## config.mk

```make
export PLATFORM = sky130hd
export DESIGN_NAME = tep_route_err
export DESIGN_NICKNAME = d
export VERILOG_FILES = /design/src/inc/tep_pkg.sv /design/src/rtl/tep_route_err.sv
export SDC_FILE = /design/constraint.sdc
export NUM_CORES = 1
export LEC_CHECK = 0
export ABC_AREA = 1
export BUFFER_PORTS_ARGS = -buffer_cell sky130_fd_sc_hd__buf_4
export CORE_UTILIZATION = 40
export CTS_BUF_LIST = sky130_fd_sc_hd__clkbuf_8
export DETAILED_ROUTE_END_ITERATION = 10
export MAX_ROUTING_LAYER = met4
export PLACE_DENSITY = 0.81
export REMOVE_ABC_BUFFERS = 1
export SYNTH_ARGS = -nofsm -noshare
export SYNTH_HDL_FRONTEND = slang
export SYNTH_SLANG_ARGS = --single-unit
```

## constraint.sdc

```tcl
create_clock -name hclk -period 1.5 [get_ports hclk]
set_input_delay 0.075 -clock hclk [delete_from_list [all_inputs] [get_ports hclk]]
set_output_delay 0.075 -clock hclk [all_outputs]
set_load 0.02 [all_outputs]
```

## src/inc/tep_pkg.sv

```systemverilog
// Shared constants for the receive-side error priority and routing block
`default_nettype none
package tep_pkg;
   // Register byte addresses
   localparam logic [7:0] TEP_CTRL_ADDR = 8'h00;
   localparam logic [7:0] TEP_STAT_ADDR = 8'h04;
   localparam logic [7:0] TEP_LAST_ADDR = 8'h08;
   localparam int TEP_ADDR_LSB = 2;
   localparam int TEP_ADDR_MSB = 7;
   // Control field positions
   localparam int TEP_C_MEM = 0;
   localparam int TEP_C_IO = 1;
   localparam int TEP_C_BME = 2;
   localparam int TEP_C_UPBME = 3;
   localparam int TEP_C_ARI = 4;
   localparam int TEP_C_ACSUF = 5;
   localparam int TEP_CTRL_W = 6;
   localparam logic [TEP_CTRL_W-1:0] TEP_CTRL_RST = 6'h00;
   // Status field positions (write one to clear)
   localparam int TEP_S_PRI = 0;
   localparam int TEP_S_SEC = 1;
   // Logged error codes; value is the rank, unexpected completion shares 2
   localparam int TEP_CODE_W = 3;
   localparam logic [2:0] TEP_E_NONE = 3'h0;
   localparam logic [2:0] TEP_E_POIS = 3'h1;
   localparam logic [2:0] TEP_E_UR = 3'h2;
   localparam logic [2:0] TEP_E_MC = 3'h3;
   localparam logic [2:0] TEP_E_ACS = 3'h4;
   localparam logic [2:0] TEP_E_MAL = 3'h5;
   localparam logic [2:0] TEP_E_ECRC = 3'h6;
   localparam logic [2:0] TEP_E_OVF = 3'h7;
   // TLP classes
   typedef enum logic [2:0] {
      TEP_K_MEM, TEP_K_IO, TEP_K_CFG0, TEP_K_CFG1, TEP_K_CPL, TEP_K_MSGID, TEP_K_MSGT1
   } tep_kind_t;
   localparam logic [1:0] TEP_HTRANS_NONSEQ = 2'h2;
   localparam logic [1:0] TEP_HRESP_OKAY = 2'h0;
endpackage : tep_pkg
`default_nettype wire

```

## src/rtl/tep_route_err.sv

```systemverilog
// Receive TLP error arbitration, routing error classification and AHB registers
`default_nettype none
module tep_route_err
   import tep_pkg::*;
#(
   parameter int DATA_W = 32
) (
   // Clock and reset
   input wire logic hclk,
   input wire logic hresetn,
   // AHB-Lite slave
   input wire logic hsel,
   input wire logic [31:0] haddr,
   input wire logic [1:0] htrans,
   input wire logic hwrite,
   input wire logic [2:0] hsize,
   input wire logic [DATA_W-1:0] hwdata,
   input wire logic hready,
   output logic [DATA_W-1:0] hrdata,
   output logic hreadyout,
   output logic [1:0] hresp,
   // Received TLP, one cycle per TLP
   input wire logic tlp_valid,
   input wire logic [2:0] tlp_kind,
   input wire logic tlp_non_posted,
   input wire logic tlp_vendor,
   input wire logic rx_on_upstream,
   input wire logic ultimate_rx,
   // Detected errors
   input wire logic err_overflow,
   input wire logic err_ecrc,
   input wire logic err_malformed,
   input wire logic err_acs_block,
   input wire logic err_mcast_block,
   input wire logic err_poisoned,
   input wire logic err_internal,
   // Route decode
   input wire logic hit_up_window,
   input wire logic hit_dn_window,
   input wire logic route_self,
   input wire logic target_upstream,
   input wire logic vga_route,
   input wire logic no_route,
   input wire logic cfg_thru_upstream,
   input wire logic cfg_conv_upstream,
   input wire logic cfg_dev_enabled,
   input wire logic cfg_conv_dnstream,
   input wire logic cfg_dev_zero,
   input wire logic dev_missing,
   input wire logic target_switch_port,
   input wire logic cpl_internal,
   // Result, one cycle after the TLP
   output logic res_valid,
   output logic [TEP_CODE_W-1:0] res_log_code,
   output logic res_log_internal,
   output logic res_drop,
   output logic res_nullify,
   output logic res_forward,
   output logic res_fwd_upstream,
   output logic res_ur,
   output logic res_unexp_cpl,
   output logic res_gen_ur_cpl,
   output logic res_gen_ca_cpl
);

   if (DATA_W != 32) begin : g_width_check
      $error("DATA_W must be 32");
   end

   function automatic logic [TEP_ADDR_MSB-TEP_ADDR_LSB:0] word_of(input logic [31:0] a);
      word_of = a[TEP_ADDR_MSB:TEP_ADDR_LSB];
   endfunction : word_of

   logic [TEP_CTRL_W-1:0] ctrl_ff;
   logic stat_pri_ff;
   logic stat_sec_ff;
   logic [TEP_CODE_W-1:0] last_ff;
   logic wr_pend_ff;
   logic [31:0] wr_addr_ff;
   logic [DATA_W-1:0] hrdata_ff;
   logic addr_ok;
   logic [DATA_W-1:0] nxt_rdata;

   logic mem_en, io_en, bus_master_enable, up_bme, ari, acs_uf;
   assign mem_en = ctrl_ff[TEP_C_MEM];
   assign io_en = ctrl_ff[TEP_C_IO];
   assign bus_master_enable = ctrl_ff[TEP_C_BME];
   assign up_bme = ctrl_ff[TEP_C_UPBME];
   assign ari = ctrl_ff[TEP_C_ARI];
   assign acs_uf = ctrl_ff[TEP_C_ACSUF];

   // Bus: zero wait states, so the read word is fetched in the address phase
   assign addr_ok = hsel && hready && (htrans == TEP_HTRANS_NONSEQ);

   always_ff @(posedge hclk or negedge hresetn) begin
      if (!hresetn) begin
         wr_pend_ff <= 1'b0;
         wr_addr_ff <= 32'h0000_0000;
      end else begin
         wr_pend_ff <= addr_ok && hwrite;
         wr_addr_ff <= haddr;
      end
   end

   always_comb begin
      nxt_rdata = '0;
      if (word_of(haddr) == word_of({24'h000000, TEP_CTRL_ADDR}))
         nxt_rdata[TEP_CTRL_W-1:0] = ctrl_ff;
      else if (word_of(haddr) == word_of({24'h000000, TEP_STAT_ADDR})) begin
         nxt_rdata[TEP_S_PRI] = stat_pri_ff;
         nxt_rdata[TEP_S_SEC] = stat_sec_ff;
      end else if (word_of(haddr) == word_of({24'h000000, TEP_LAST_ADDR}))
         nxt_rdata[TEP_CODE_W-1:0] = last_ff;
   end

   always_ff @(posedge hclk or negedge hresetn) begin
      if (!hresetn)
         hrdata_ff <= '0;
      else if (addr_ok && !hwrite)
         hrdata_ff <= nxt_rdata;
   end

   always_ff @(posedge hclk or negedge hresetn) begin
      if (!hresetn)
         ctrl_ff <= TEP_CTRL_RST;
      else if (wr_pend_ff && word_of(wr_addr_ff) == word_of({24'h000000, TEP_CTRL_ADDR}))
         ctrl_ff <= hwdata[TEP_CTRL_W-1:0];
   end

   assign hrdata = hrdata_ff;
   assign hreadyout = 1'b1;
   assign hresp = TEP_HRESP_OKAY;

   // Parity seen: a poisoned arrival in the clearing cycle still sets the bit
   logic stat_clr;
   logic pois_pri, pois_sec;
   assign stat_clr = wr_pend_ff && word_of(wr_addr_ff) == word_of({24'h000000, TEP_STAT_ADDR});
   assign pois_pri = tlp_valid && err_poisoned && rx_on_upstream;
   assign pois_sec = tlp_valid && err_poisoned && !rx_on_upstream;

   always_ff @(posedge hclk or negedge hresetn) begin
      if (!hresetn) begin
         stat_pri_ff <= 1'b0;
         stat_sec_ff <= 1'b0;
      end else begin
         stat_pri_ff <= pois_pri || (stat_pri_ff && !(stat_clr && hwdata[TEP_S_PRI]));
         stat_sec_ff <= pois_sec || (stat_sec_ff && !(stat_clr && hwdata[TEP_S_SEC]));
      end
   end

   // Routing checks
   logic is_mem, is_io, is_addr, is_cfg, is_cpl;
   logic ur_addr, ur_cfg, ur_msg, ur_c, uc_c, silent_c, fwd_up_c;
   assign is_mem = tlp_kind == TEP_K_MEM;
   assign is_io = tlp_kind == TEP_K_IO;
   assign is_addr = is_mem || is_io;
   assign is_cfg = (tlp_kind == TEP_K_CFG0) || (tlp_kind == TEP_K_CFG1);
   assign is_cpl = tlp_kind == TEP_K_CPL;

   always_comb begin
      ur_addr = 1'b0;
      ur_cfg = 1'b0;
      ur_msg = 1'b0;
      uc_c = 1'b0;
      silent_c = 1'b0;
      fwd_up_c = 1'b0;
      if (is_addr) begin
         if (rx_on_upstream && hit_up_window && !hit_dn_window)
            ur_addr = 1'b1;
         if (!rx_on_upstream && !hit_dn_window && hit_up_window)
            ur_addr = 1'b1;
         if (!rx_on_upstream && route_self)
            ur_addr = ur_addr || !acs_uf;
         if (rx_on_upstream && ((is_mem && !mem_en) || (is_io && !io_en)))
            ur_addr = 1'b1;
         if (!rx_on_upstream && (!bus_master_enable || (target_upstream && !up_bme) || vga_route))
            ur_addr = 1'b1;
         fwd_up_c = !rx_on_upstream && route_self && acs_uf;
      end
      if (is_cfg) begin
         if (!rx_on_upstream)
            ur_cfg = 1'b1;
         if (tlp_kind == TEP_K_CFG1) begin
            if (!cfg_thru_upstream || (cfg_conv_upstream && !cfg_dev_enabled))
               ur_cfg = 1'b1;
            if (cfg_conv_dnstream && !cfg_dev_zero && !ari)
               ur_cfg = 1'b1;
         end
      end
      if (is_cpl) begin
         if (route_self)
            silent_c = !acs_uf;
         fwd_up_c = route_self && acs_uf;
         if (no_route)
            silent_c = 1'b1;
         if (cpl_internal)
            uc_c = 1'b1;
      end
      if (tlp_kind == TEP_K_MSGID) begin
         if ((route_self && !acs_uf) || no_route || dev_missing)
            ur_msg = 1'b1;
         fwd_up_c = route_self && acs_uf;
      end
      if (tlp_kind == TEP_K_MSGT1) begin
         if (tlp_vendor)
            silent_c = 1'b1;
         else if (target_switch_port || rx_on_upstream)
            ur_msg = 1'b1;
      end
   end
   assign ur_c = ur_addr || ur_cfg || ur_msg;

   // Arbitration: logging follows rank, actions continue until the TLP is gone
   logic [TEP_CODE_W-1:0] nxt_code;
   logic nxt_drop, nxt_null, nxt_ur, nxt_uc, nxt_urcpl, nxt_cacpl, ecrc_seen;

   always_comb begin
      nxt_code = TEP_E_NONE;
      nxt_drop = 1'b0;
      nxt_null = 1'b0;
      nxt_ur = 1'b0;
      nxt_uc = 1'b0;
      nxt_urcpl = 1'b0;
      nxt_cacpl = 1'b0;
      ecrc_seen = 1'b0;
      if (err_overflow) begin
         nxt_code = TEP_E_OVF;
         nxt_drop = 1'b1;
      end else begin
         if (err_ecrc) begin
            ecrc_seen = 1'b1;
            nxt_code = TEP_E_ECRC;
            nxt_drop = ultimate_rx;
         end
         if (!nxt_drop) begin
            if (err_malformed) begin
               nxt_null = 1'b1;
               nxt_drop = 1'b1;
               if (!ecrc_seen)
                  nxt_code = TEP_E_MAL;
            end else if (err_acs_block) begin
               nxt_drop = 1'b1;
               if (!ecrc_seen) begin
                  nxt_code = TEP_E_ACS;
                  nxt_cacpl = tlp_non_posted;
               end
            end else if (err_mcast_block) begin
               nxt_drop = 1'b1;
               if (!ecrc_seen)
                  nxt_code = TEP_E_MC;
            end else if (ur_c) begin
               nxt_ur = 1'b1;
               nxt_drop = 1'b1;
               if (!ecrc_seen) begin
                  nxt_code = TEP_E_UR;
                  nxt_urcpl = tlp_non_posted;
               end
            end else if (uc_c) begin
               nxt_uc = 1'b1;
               nxt_drop = 1'b1;
               if (!ecrc_seen)
                  nxt_code = TEP_E_UR;
            end else if (silent_c) begin
               nxt_drop = 1'b1;
            end else if (err_poisoned && !ecrc_seen) begin
               nxt_code = TEP_E_POIS;
            end
         end
      end
   end

   // Result register; every output comes straight from a flop
   logic res_valid_ff, res_int_ff, res_drop_ff, res_null_ff, res_fwd_ff, res_fup_ff;
   logic res_ur_ff, res_uc_ff, res_urcpl_ff, res_cacpl_ff;
   logic [TEP_CODE_W-1:0] res_code_ff;

   always_ff @(posedge hclk or negedge hresetn) begin
      if (!hresetn) begin
         res_valid_ff <= 1'b0;
         res_code_ff <= TEP_E_NONE;
         res_int_ff <= 1'b0;
         res_drop_ff <= 1'b0;
         res_null_ff <= 1'b0;
         res_fwd_ff <= 1'b0;
         res_fup_ff <= 1'b0;
         res_ur_ff <= 1'b0;
         res_uc_ff <= 1'b0;
         res_urcpl_ff <= 1'b0;
         res_cacpl_ff <= 1'b0;
      end else begin
         res_valid_ff <= tlp_valid;
         res_code_ff <= tlp_valid ? nxt_code : TEP_E_NONE;
         res_int_ff <= tlp_valid && err_internal;
         res_drop_ff <= tlp_valid && nxt_drop;
         res_null_ff <= tlp_valid && nxt_null;
         res_fwd_ff <= tlp_valid && !nxt_drop;
         res_fup_ff <= tlp_valid && !nxt_drop && fwd_up_c;
         res_ur_ff <= tlp_valid && nxt_ur;
         res_uc_ff <= tlp_valid && nxt_uc;
         res_urcpl_ff <= tlp_valid && nxt_urcpl;
         res_cacpl_ff <= tlp_valid && nxt_cacpl;
      end
   end

   // Last logged code, readable by software
   always_ff @(posedge hclk or negedge hresetn) begin
      if (!hresetn)
         last_ff <= TEP_E_NONE;
      else if (tlp_valid && nxt_code != TEP_E_NONE)
         last_ff <= nxt_code;
   end

   assign res_valid = res_valid_ff;
   assign res_log_code = res_code_ff;
   assign res_log_internal = res_int_ff;
   assign res_drop = res_drop_ff;
   assign res_nullify = res_null_ff;
   assign res_forward = res_fwd_ff;
   assign res_fwd_upstream = res_fup_ff;
   assign res_ur = res_ur_ff;
   assign res_unexp_cpl = res_uc_ff;
   assign res_gen_ur_cpl = res_urcpl_ff;
   assign res_gen_ca_cpl = res_cacpl_ff;
endmodule : tep_route_err
`default_nettype wire
```

* Word level (Yosys, flattened, before mapping)
Cells that the tools add are included.
** Word-level totals
- Flip-flop bits (word level) :: 39
- Logic and storage cells :: 188
** Cells by class
- Reductions and logical operators :: 74
- Eq/ne operators :: 10
- Mux-type cells :: 86
** Operator list (count)
- two-way mux 1 bit :: 67
- two-way mux 3 bit :: 18
- logical AND 1 bit :: 40
- zero test 1 bit :: 16
- logical OR 1 bit :: 14
- == test 6 x 1 -> 1 bit (second input constant) :: 2
- zero test 6 bit :: 2
- == test 3 bit (second input constant) :: 3
- == test 3 x 2 -> 1 bit (second input constant) :: 2
- == test 6 x 2 -> 1 bit (second input constant) :: 1
- == test 3 x 1 -> 1 bit (second input constant) :: 1
- zero test 3 bit :: 1
- nonzero test 3 bit :: 1
- == test 2 bit (second input constant) :: 1
- two-way mux 2 bit :: 1

* Longest topological paths before layout
Gate-level depths: netlist of the first run.
- Depth after elaboration :: 21
- Mapped depth :: 16
- Gate-level depth less buffers :: 16

* Worst setup path after synthesis of the first run
OpenSTA, ideal clock, no wires.
- Kind :: reg-to-reg
- Start point :: reg ctrl_ff[5]
- End point :: reg last_ff[1]
- Period minus slack after synthesis :: 1.353 ns
- Path slack :: 0.147 ns
- Data arrival time :: 1.288 ns
- Data required time :: 1.435 ns
- Setup time :: 0.065 ns
- Stages on the path, launching flop included :: 13
- Cells stage by stage :: dfrtp_1 > inv_2 > a21oi_1 > nand2_2 > nand2_1 > nand2_1 > nand2_2 > nand3_2 > o31ai_2 > nand2_1 > nand2_2 > nand3_1 > nand2_1
** On the way
- Cells in the longest elaborated chain, start to end :: 18
** Ends and longest elaborated chain
- from (decl) :: RTL line tep_route_err.sv:74 : logic [TEP_CTRL_W-1:0] ctrl_ff;
- from (signal assigned) :: RTL line tep_route_err.sv:127 : ctrl_ff <= hwdata[TEP_CTRL_W-1:0];
- zero test 1 bit (*) :: RTL line tep_route_err.sv:173, tep_route_err.sv:192, tep_route_err.sv:200
- logical AND 1 bit :: RTL line tep_route_err.sv:200 : if ((route_self && !acs_uf) || no_route || dev_missing)
- logical OR 1 bit (2 in series) :: RTL line tep_route_err.sv:200
- two-way mux 1 bit :: RTL line tep_route_err.sv:200
- two-way mux 1 bit :: RTL line tep_route_err.sv:199 : if (tlp_kind == TEP_K_MSGID) begin
- two-way mux 1 bit :: RTL line tep_route_err.sv:207 : else if (target_switch_port || rx_on_upstream)
- two-way mux 1 bit :: RTL line tep_route_err.sv:205 : if (tlp_vendor)
- two-way mux 1 bit :: RTL line tep_route_err.sv:204 : if (tlp_kind == TEP_K_MSGT1) begin
- logical OR 1 bit :: RTL line tep_route_err.sv:211 : assign ur_c = ur_addr || ur_cfg || ur_msg;
- two-way mux 3 bit (*) :: RTL line tep_route_err.sv:251 : end else if (ur_c) begin
- two-way mux 3 bit (*) :: RTL line tep_route_err.sv:247 : end else if (err_mcast_block) begin
- two-way mux 3 bit (*) :: RTL line tep_route_err.sv:241 : end else if (err_acs_block) begin
- two-way mux 3 bit (*) :: RTL line tep_route_err.sv:236 : if (err_malformed) begin
- two-way mux 3 bit (*) :: RTL line tep_route_err.sv:235 : if (!nxt_drop) begin
- two-way mux 3 bit (*) :: RTL line tep_route_err.sv:226 : if (err_overflow) begin
- nonzero test 3 bit :: RTL line tep_route_err.sv:309 : else if (tlp_valid && nxt_code != TEP_E_NONE)
- logical AND 1 bit :: RTL line tep_route_err.sv:309
- to (signal assigned) :: RTL line tep_route_err.sv:310 : last_ff <= nxt_code;
- to (decl) :: RTL line tep_route_err.sv:77 : logic [TEP_CODE_W-1:0] last_ff;
Every way passes the cells marked *; elsewhere a longest branch is shown, timed or not.
A chain may end at the register's enable or synchronous reset.

* Worst setup path after layout of the first run
- Start point :: reg ctrl_ff[5]
- End point :: reg last_ff[2]
The elaborated chain is that of the path after synthesis.

==> results of run 1 <==
kinds of logic after synthesis:
| logic type | Yosys count |
|---|---|
| and+or+nand+nor | 99 |
| buffers and inverters | 76 |
| DFF | 37 |
| AOI/OAI and AO/OA | 26 |
| other | 2 |
| muxes | 1 |
stage by stage:
stage | TNS (ns) | std cells | util, %
final | -0.00367 | 383 | 60.8
after global routing | -0.815 | 383 | 60.8
after CTS | 0 | 380 | 59.0
after detailed placement | -0.0598 | 360 | 53.3
after global placement | 0 | 360 | 53.3
after floorplan | 0 | 238 | -
metal layers:
metal	up-vias	GRT usage [%]	part of all wire, %
met5	-	-	0
li1	863	-	-
met2	76	27.9	50
met1	773	20.1	42
met4	0	5.23	0.90
met3	5	5.91	7.4
what timing repair did:
| item | in CTS | in global routing |
|---|---|---|
| gates resized for setup | 2 | 13 |
| hold buffers | 10 | 0 |
| endpoints found under the setup margin | 4 | 14 |
| hold endpoints to repair | 46 | 0 |
| pin swaps | 3 | 13 |
| setup buffers | 2 | 3 |
worst max-delay path, cell delays in order (launching register included):
cell,delay (ns)
dfrtp_1,0.37
inv_2,0.06
nand2_2,0.06
nand2_2,0.05
o21ai_1,0.12
nand2_1,0.07
inv_2,0.07
nand4_1,0.10
nand2_1,0.07
nand3_1,0.06
nand2_1,0.06
nand2_1,0.04
nand2_1,0.07
nand2_2,0.09
nand3_2,0.07
nand2_1,0.04
final cells by class:
type                    instances  area (µm²)  share of cell area, %
well taps                      52        65.1                   2.38
flip-flops and latches         37         926                   33.8
inverters                      46         173                   6.31
repair buffers                 85         667                   24.4
clock buffers                   5        68.8                   2.51
clock inverters                 3        68.8                   2.51
multi-input cells             155         769                   28.1
cell usage in the layout, fill, tap and decap left out, drive strengths merged:
cell type,netlist,final
inv,46,47
nand3b,1,1
o2111ai,1,1
nor3b,2,2
clkbuf,1,5
nand2,45,45
dfrtp,37,37
nor3,1,1
bufinv,0,2
nand4,7,7
a22oi,1,1
dlygate4sd3,0,10
nor2,31,31
buf,29,75
o31ai,1,1
o21ai,14,14
mux2,1,1
nand3,10,10
nor4,2,2
conb,2,29
o22ai,2,2
a21oi,7,7
power by group through the flow:
stage                     registers, W  logic [W]  clock network (W)
after detailed placement       0.00107   0.000373                  0
after global placement         0.00107   0.000367                  0
after global routing           0.00106   0.000467            0.00111
after floorplan                0.00109   0.000172                  0
after CTS                      0.00105   0.000402            0.00106
final                          0.00106   0.000424            0.00104
worst paths after layout:
check,cells after the start,slack [ns],startpoint,end
worst min-delay path,3,0.01,hwrite,wr_pend_ff
max in group asynchronous,2,0.89,hresetn,wr_addr_ff[7]
worst max register to register,15,-0.004,ctrl_ff[5],last_ff[2]
worst min register to register,2,0.50,hrdata[1],hrdata[1]
min in group asynchronous,2,0.28,hresetn,ctrl_ff[2]
worst max-delay path,15,-0.004,ctrl_ff[5],last_ff[2]
sequential cells by signal (all words and copies together) (netlist names), 3 cells and up:
name / cells
wr_addr_ff: 6
res_log_code: 3
hrdata: 6
last_ff: 3
ctrl_ff: 6
==> reports/metrics.yaml, run 1 <==
power_and_ir_drop:
  switching_power_w: 0.000638
  ir_drop_uv: 486
  pwr-share-seq_pct: 41.8
  pwr-share-clk_pct: 41.4
  p_total_w: 0.00253
  p_comb_share_pct: 16.8
  switching_share_pct: 25.3
  p_int_w: 0.00189
  cellLeakagePower_nw: 1.52
  power.density_mw_per_mm2: 922
placement:
  postPlaceCellArea_mm2: 0.00240
  hpwl_mm: 3.21
  preCtsSetupSlack_ns: -0.0245
  portBuffers: 66
  gp_congestion: 0.783
global_route:
  overflow: 0
  grt_max_degree: 38
  grt_pass1_vias: 1531
  grtUsageTotal_pct: 17.1
  antenna_found_initial: 0
  grt_pass1_wl_mm: 6.52
synthesis:
  synthTopCellsByArea: "dfrtp_1 48%, buf_4 11%, inv_1 8.0%, nand2_1 7.6%, nor2_1 6.0%"
  seq_area_frac_synth_pct: 48.0
  synthTopCellsByCount: "41 x inv_1, 39 x nand2_1, 37 x dfrtp_1, 31 x nor2_1, 29 x buf_4"
  synth-xor-area-share_pct: 0
  synth_top_area_share_pct: 48.0
  synth_edf_count: 0
  ys.flop_type: "dfrtp_1"
  yosys.area.top_type: "dfrtp_1"
  muxShareOfSynthArea_pct: 0.584
  synth_top_family_by_area: "simple AND/OR/NAND/NOR gates"
  synth-compound-area-share_pct: 7.59
  synth.most_common_cell: "inv_1"
  syn_area_mm2: 0.00193
  synthesis.instances: 241
  syn_area_per_cell_um2: 8.01
  synth_fa_ha_area_share_pct: 0
  async_reset_ff_share_pct: 100
  yosys_warnings: 0
  ys_ff_latch: 37
  synth_cell_types: 25
  synth_simple_gate_area_share_pct: 23.0
drt:
  wl_mm: 4.23
  vias: 1717
  drtAntennaViolNets: 0
  wl_per_cell_um: 11.0
  drtPass1Iterations: 4
  drtIter0Drc: 58
  via_per_inst: 4.48
  route.detailed.drc: 0
timing:
  slew_viol_final: 0
  grt_setup_unrepaired: "true"
  finalHoldViolations: 0
  skew_ns: 0.00648
  layout_min_cycle_time_ns: 1.50
  clock.fmax_mhz: 665
  whs_ns: 0.0113
  fin_crit_sh_pct: 100
  final-setup-viol-count: 1
  layout_setup_ws_ns: -0.00367
floorplan:
  die_h_um: 71.5
  placementRows: 24
  core_area_mm2: 0.00450
  die_x_um: 71.5
  floorplan.io_pins: 151
  start_util_pct: 42.8
  die_area_mm2: 0.00511
cells_and_area:
  final_cell_area_mm2: 0.00274
  nFillCells: 422
  areaGrowthSynthToFinish_pct: 41.9
  diodes: 0
  fin_nets: 433
  drive_gt1_share_pct: 32.9
outcome:
  status: "finished, violations left"
  failed_checks: "negative setup slack"
clock_network:
  clk_path_buf_depth: 2
  clock_latency_ns: 0.29
  ctsRootBufferMaster: "clkbuf_8"
  h-tree-depth: 2
  numCtsBuffers: 5
  clkSinkCount: 37
  clk_pin_slew_ns: 0.08
  cts_tree: "built"
critical_path:
  critical_path_class: "reg2reg"
  required_ns: 1.69
  worstPathArrival_ns: 1.70
  cp_max_fo: 4
  endpoint_kind: "register"
  critical_path.startpoint_type: "register"
worst_hold_path:
  hold_path_class: "in2reg"
run:
  cap_violations: 0
(Power assumes the default switching activity.)
==> inputs of run 2 (changes only) <==
- CORE_UTILIZATION: 40 -> 41
- PLACE_DENSITY: 0.81 -> 0.83
==> run 2 against run 1 <==
  * Critical path type unchanged
  * Cell count shrank 0.26%
  * The run ends with design-rule violations, negative setup slack left
  * Register-to-register slack worse by 0.09 ns
  * Via count shrank 1.0%
==> reports/metrics.yaml, run 2 (same netlist as run 1, synthesis figures left out) <==
clock_network:
  clk_pin_slew_ns: 0.07
  clock_latency_ns: 0.29
  h-tree-depth: 2
  cts_tree: "built"
  clkSinkCount: 37
  ctsRootBufferMaster: "clkbuf_8"
  numCtsBuffers: 5
  clk_path_buf_depth: 2
critical_path:
  cp_slowest_cell: "dfrtp_1"
  cp_max_fo: 4
  required_ns: 1.68
  endpoint_kind: "register"
  path_buf_inv: 1
  critical_path.startpoint_type: "register"
  cp_top_family: "simple AND/OR/NAND/NOR gates"
  cp_cell_sequence: "inv_2 -> nand2_1 -> nand2_1 -> nand2_1 -> nand3_1 -> nor2_1 -> nand4_1 -> nand2_1 -> nand3_1 -> nand2_1 -> nand2_1 -> nand2_1 -> nand2_2 -> nand3_1 -> nand2_1"
  path_common_cell: "nand2_1"
  critical_path_class: "reg2reg"
  critPathMaxStageDelay_ns: 0.37
  worstPathArrival_ns: 1.77
cells_and_area:
  areaGrowthSynthToFinish_pct: 37.7
  final_util_pct: 59.8
  final_cell_area_mm2: 0.00266
  final_common_cell: "buf_4"
  drive_gt1_share_pct: 31.5
  diodes: 0
  fin_nets: 432
  layout_common_cells: "73 x buf_4, 41 x inv_1, 37 x dfrtp_1, 36 x nand2_1, 30 x nor2_1"
  nFillCells: 385
floorplan:
  floorplan.io_pins: 151
  die_area_mm2: 0.00498
  start_util_pct: 43.4
  die_x_um: 70.6
  placementRows: 24
  core_area_mm2: 0.00444
  die_h_um: 70.6
drt:
  via_per_inst: 4.45
  vias: 1699
  drtIter0Drc: 101
  route.detailed.drc: 6
  wl_mm: 4.11
  drtPass1Iterations: 7
  drtAntennaViolNets: 0
  wl_per_cell_um: 10.7
timing:
  skew_ns: 0.00658
  finalHoldViolations: 0
  final-setup-viol-count: 4
  slew_viol_final: 0
  grt_setup_unrepaired: "true"
  layout_setup_ws_ns: -0.0916
  clock.fmax_mhz: 628
  layout_min_cycle_time_ns: 1.59
  fin_crit_sh_pct: 106
placement:
  preCtsSetupSlack_ns: -0.0200
  hpwl_mm: 3.12
  gp_congestion: 0.784
  portBuffers: 66
  postPlaceCellArea_mm2: 0.00240
power_and_ir_drop:
  power.density_mw_per_mm2: 800
  switching_share_pct: 28.1
  p_total_w: 0.00213
  switching_power_w: 0.000597
  p_comb_share_pct: 19.6
  pwr-share-seq_pct: 49.6
  p_int_w: 0.00153
  ir_drop_uv: 445
  cellLeakagePower_nw: 1.49
  pwr-share-clk_pct: 30.8
global_route:
  grt_max_degree: 38
  grt_pass1_wl_mm: 6.53
  antenna_found_initial: 0
  overflow: 0
  grtUsageTotal_pct: 17.3
  grt_pass1_vias: 1603
outcome:
  status: "finished, violations left"
  failed_checks: "design-rule violations, negative setup slack"
worst_hold_path:
  hold_path_class: "in2reg"
run:
  cap_violations: 0
run 2: metal layers:
layer | GRT usage, % | up-vias | wire (µm) | part of all wire, %
met5 | - | - | 0 | 0
met4 | 5.11 | 0 | 23 | 0.56
met3 | 5.41 | 2 | 274 | 6.7
met2 | 27.9 | 63 | 1940 | 47
met1 | 21.0 | 769 | 1870 | 46
li1 | - | 865 | - | -
run 2: per-stage QoR:
| step | setup TNS, ns | hold WS, ns | instances |
|---|---|---|---|
| detailed placement | -0.0299 | 0.0654 | 360 |
| global placement | 0 | 0.0545 | 360 |
| finish | -0.223 | 0.0163 | 382 |
| CTS | -0.00663 | 0.00314 | 380 |
| global route | -0.971 | 0.00451 | 382 |
| floorplan | 0 | -0.221 | 238 |
run 2: path summary, 6_finish.rpt:
check | startpoint | endpoint | slack [ns] | depth (start not counted)
worst min register to register | last_ff[0] | last_ff[0] | 0.49 | 2
worst min-delay path | hwrite | wr_pend_ff | 0.02 | 3
worst max register to register | ctrl_ff[5] | last_ff[1] | -0.09 | 15
min in group asynchronous | hresetn | ctrl_ff[3] | 0.28 | 2
max in group asynchronous | hresetn | wr_addr_ff[4] | 0.89 | 2
worst max-delay path | ctrl_ff[5] | last_ff[1] | -0.09 | 15
run 2: worst register-to-register path: stages, from the launching register on:
cell	delay [ns]
dfrtp_1	0.37
inv_2	0.06
nand2_1	0.06
nand2_1	0.06
nand2_1	0.08
nand3_1	0.08
nor2_1	0.17
nand4_1	0.09
nand2_1	0.08
nand3_1	0.06
nand2_1	0.07
nand2_1	0.04
nand2_1	0.06
nand2_2	0.08
nand3_1	0.07
nand2_1	0.05
run 2: cell type report:
class / instances / area, µm² / area share (%)
Clock buffer: 5 / 68.8 / 2.59
Inverter: 46 / 173 / 6.50
Multi-Input combinational cell: 155 / 752 / 28.3
Sequential cell: 37 / 926 / 34.8
Tap cell: 52 / 65.1 / 2.45
Timing Repair Buffer: 84 / 659 / 24.8
Clock inverter: 3 / 13.8 / 0.518
run 2: repair_timing:
item / CTS / global route
pin swaps: 0 / 13
hold endpoints to repair: 46 / 0
setup endpoints to repair: 2 / 13
hold buffers: 10 / 0
buffers inserted: 2 / 2
gates resized for setup: 2 / 9
run 2: power groups by stage:
stage	Combinational, W	Sequential, W	Clock, W
2_1_floorplan	0.000172	0.00109	0
3_3_place_gp	0.000365	0.00107	0
3_5_place_dp	0.000372	0.00107	0
4_1_cts	0.000399	0.00105	0.000683
5_1_grt	0.000458	0.00106	0.000730
6_report	0.000417	0.00106	0.000655
==> inputs of run 3 (changes only) <==
- CTS_BUF_LIST: sky130_fd_sc_hd__clkbuf_8 -> sky130_fd_sc_hd__clkbuf_2 sky130_fd_sc_hd__clkbuf_4 sky130_fd_sc_hd__clkbuf_8
==> run 3 against run 2 <==
  * The flow still finishes with violations (design-rule violations, negative setup slack)
  * Final area up 0.14%
  * Sequential power about the same
  * Clock power up 3.7%
  * Power up 1.1%
  * Global-route usage down 0.064 points
==> reports/metrics.yaml, run 3 (same netlist as run 1, synthesis figures left out) <==
power_and_ir_drop:
  switching_share_pct: 27.7
  p_comb_share_pct: 19.4
  pwr-share-clk_pct: 31.6
  cellLeakagePower_nw: 1.49
  ir_drop_uv: 445
  switching_power_w: 0.000596
  p_int_w: 0.00155
  power.density_mw_per_mm2: 808
  pwr-share-seq_pct: 49.1
clock_network:
  ctsRootBufferMaster: "clkbuf_8"
  numCtsBuffers: 5
  clock_latency_ns: 0.29
  h-tree-depth: 2
  clk_path_buf_depth: 2
  cts_tree: "built"
  clkSinkCount: 37
  clk_pin_slew_ns: 0.07
cells_and_area:
  drive_gt1_share_pct: 31.8
  layout_common_cells: "73 x buf_4, 40 x inv_1, 37 x dfrtp_1, 36 x nand2_1, 30 x nor2_1"
  final_util_pct: 59.9
  final_common_cell: "buf_4"
  diodes: 0
  final_cell_area_mm2: 0.00266
  fin_nets: 432
  areaGrowthSynthToFinish_pct: 37.9
timing:
  clock.fmax_mhz: 628
  skew_ns: 0.00640
  finalSetupTns_ns: -0.225
  slew_viol_final: 0
  grt_setup_unrepaired: "true"
  finalHoldViolations: 0
  layout_setup_ws_ns: -0.0920
  fin_crit_sh_pct: 106
  final-setup-viol-count: 4
  layout_min_cycle_time_ns: 1.59
drt:
  route.detailed.drc: 6
  drtIter0Drc: 85
  drtPass1Iterations: 7
  drtAntennaViolNets: 0
  via_per_inst: 4.43
  wl_per_cell_um: 10.7
  vias: 1694
  wl_mm: 4.10
floorplan:
  start_util_pct: 43.4
  floorplan.io_pins: 151
  core_area_mm2: 0.00444
  die_x_um: 70.6
  die_area_mm2: 0.00498
  die_h_um: 70.6
  placementRows: 24
critical_path:
  endpoint_kind: "register"
  critical_path_class: "reg2reg"
  worstSetupEndpoint: "last_ff[1]"
  rr_worst_depth: 15
  critical_path.startpoint_type: "register"
  r2r-end: "last_ff[1]"
  required_ns: 1.68
  crit_start: "ctrl_ff[5]"
  r2r_slack_ns: -0.09
  worstPathArrival_ns: 1.77
  rr_startpoint: "ctrl_ff[5]"
  cp_max_fo: 4
outcome:
  status: "finished, violations left"
  failed_checks: "design-rule violations, negative setup slack"
placement:
  gp_congestion: 0.784
  postPlaceCellArea_mm2: 0.00240
  portBuffers: 66
  hpwl_mm: 3.12
global_route:
  grt_pass1_vias: 1600
  grtUsageTotal_pct: 17.2
  grt_max_degree: 38
  grt_pass1_wl_mm: 6.51
  overflow: 0
  antenna_found_initial: 0
worst_hold_path:
  hold_path_class: "in2reg"
run:
  cap_violations: 0
-- run 3: critical path, cell delays in order, from the launching register on --
cell and delay (ns):
dfrtp_1 0.37, inv_2 0.06, nand2_1 0.06, nand2_1 0.06, nand2_1 0.08, nand3_1 0.08, nor2_1 0.17, nand4_1 0.10
nand2_1 0.08, nand3_1 0.06, nand2_1 0.07, nand2_1 0.04, nand2_1 0.06, nand2_2 0.08, nand3_1 0.07, nand2_1 0.05
-- run 3: how the worst min path moves through the flow --
stage	startpoint	to	depth (start not counted)	slack (ns)
floorplan	hresetn	ctrl_ff[0]	0	-0.22
global placement	hresetn	hrdata[3]	1	0.05
detailed placement	hresetn	ctrl_ff[3]	1	0.07
CTS	hwdata[2]	ctrl_ff[2]	2	0.003
global route	hwdata[2]	ctrl_ff[2]	2	0.005
finish	hwrite	wr_pend_ff	3	0.02
-- run 3: repair_timing --
| action | 4_1_cts | 5_1_grt |
|---|---|---|
| setup buffers | 2 | 2 |
| hold buffers | 10 | 0 |
| hold endpoints to repair | 46 | 0 |
| gates resized for setup | 2 | 9 |
| endpoints found under the setup margin | 2 | 13 |
| pin swaps | 0 | 13 |
-- run 3: through the flow --
stage / total power [W] / hold slack (ns) / setup WS (ns) / cells
3_5_place_dp: 0.00144 / 0.0654 / -0.0200 / 360
2_1_floorplan: 0.00126 / -0.221 / 0.0462 / 238
5_1_grt: 0.00227 / 0.00469 / -0.237 / 382
6_report: 0.00215 / 0.0170 / -0.0920 / 382
3_3_place_gp: 0.00144 / 0.0545 / 0.0118 / 360
4_1_cts: 0.00216 / 0.00306 / -0.00663 / 380
-- run 3: layout make-up --
type	instances	area, µm²
clock buffer	6	76.3
clock inverter	2	10.0
fill	383	1780
inverter	46	173
multi-input combinational	155	752
sequential	37	926
tap	52	65.1
timing repair buffer	84	659
-- run 3: power groups by stage --
stage               clock [W]  sequential, W  combinational, W
floorplan                   0        0.00109          0.000172
global placement            0        0.00107          0.000365
detailed placement          0        0.00107          0.000372
CTS                  0.000708        0.00105          0.000399
global route         0.000755        0.00106          0.000458
finish               0.000679        0.00105          0.000417
-- run 3: layer usage --
layer	vias to the layer above	part of all wire, %	GRT usage [%]
met3	2	6.6	5.41
met5	-	0	-
met1	765	45	20.8
met4	0	0.56	5.11
met2	64	47	27.9
li1	863	-	-
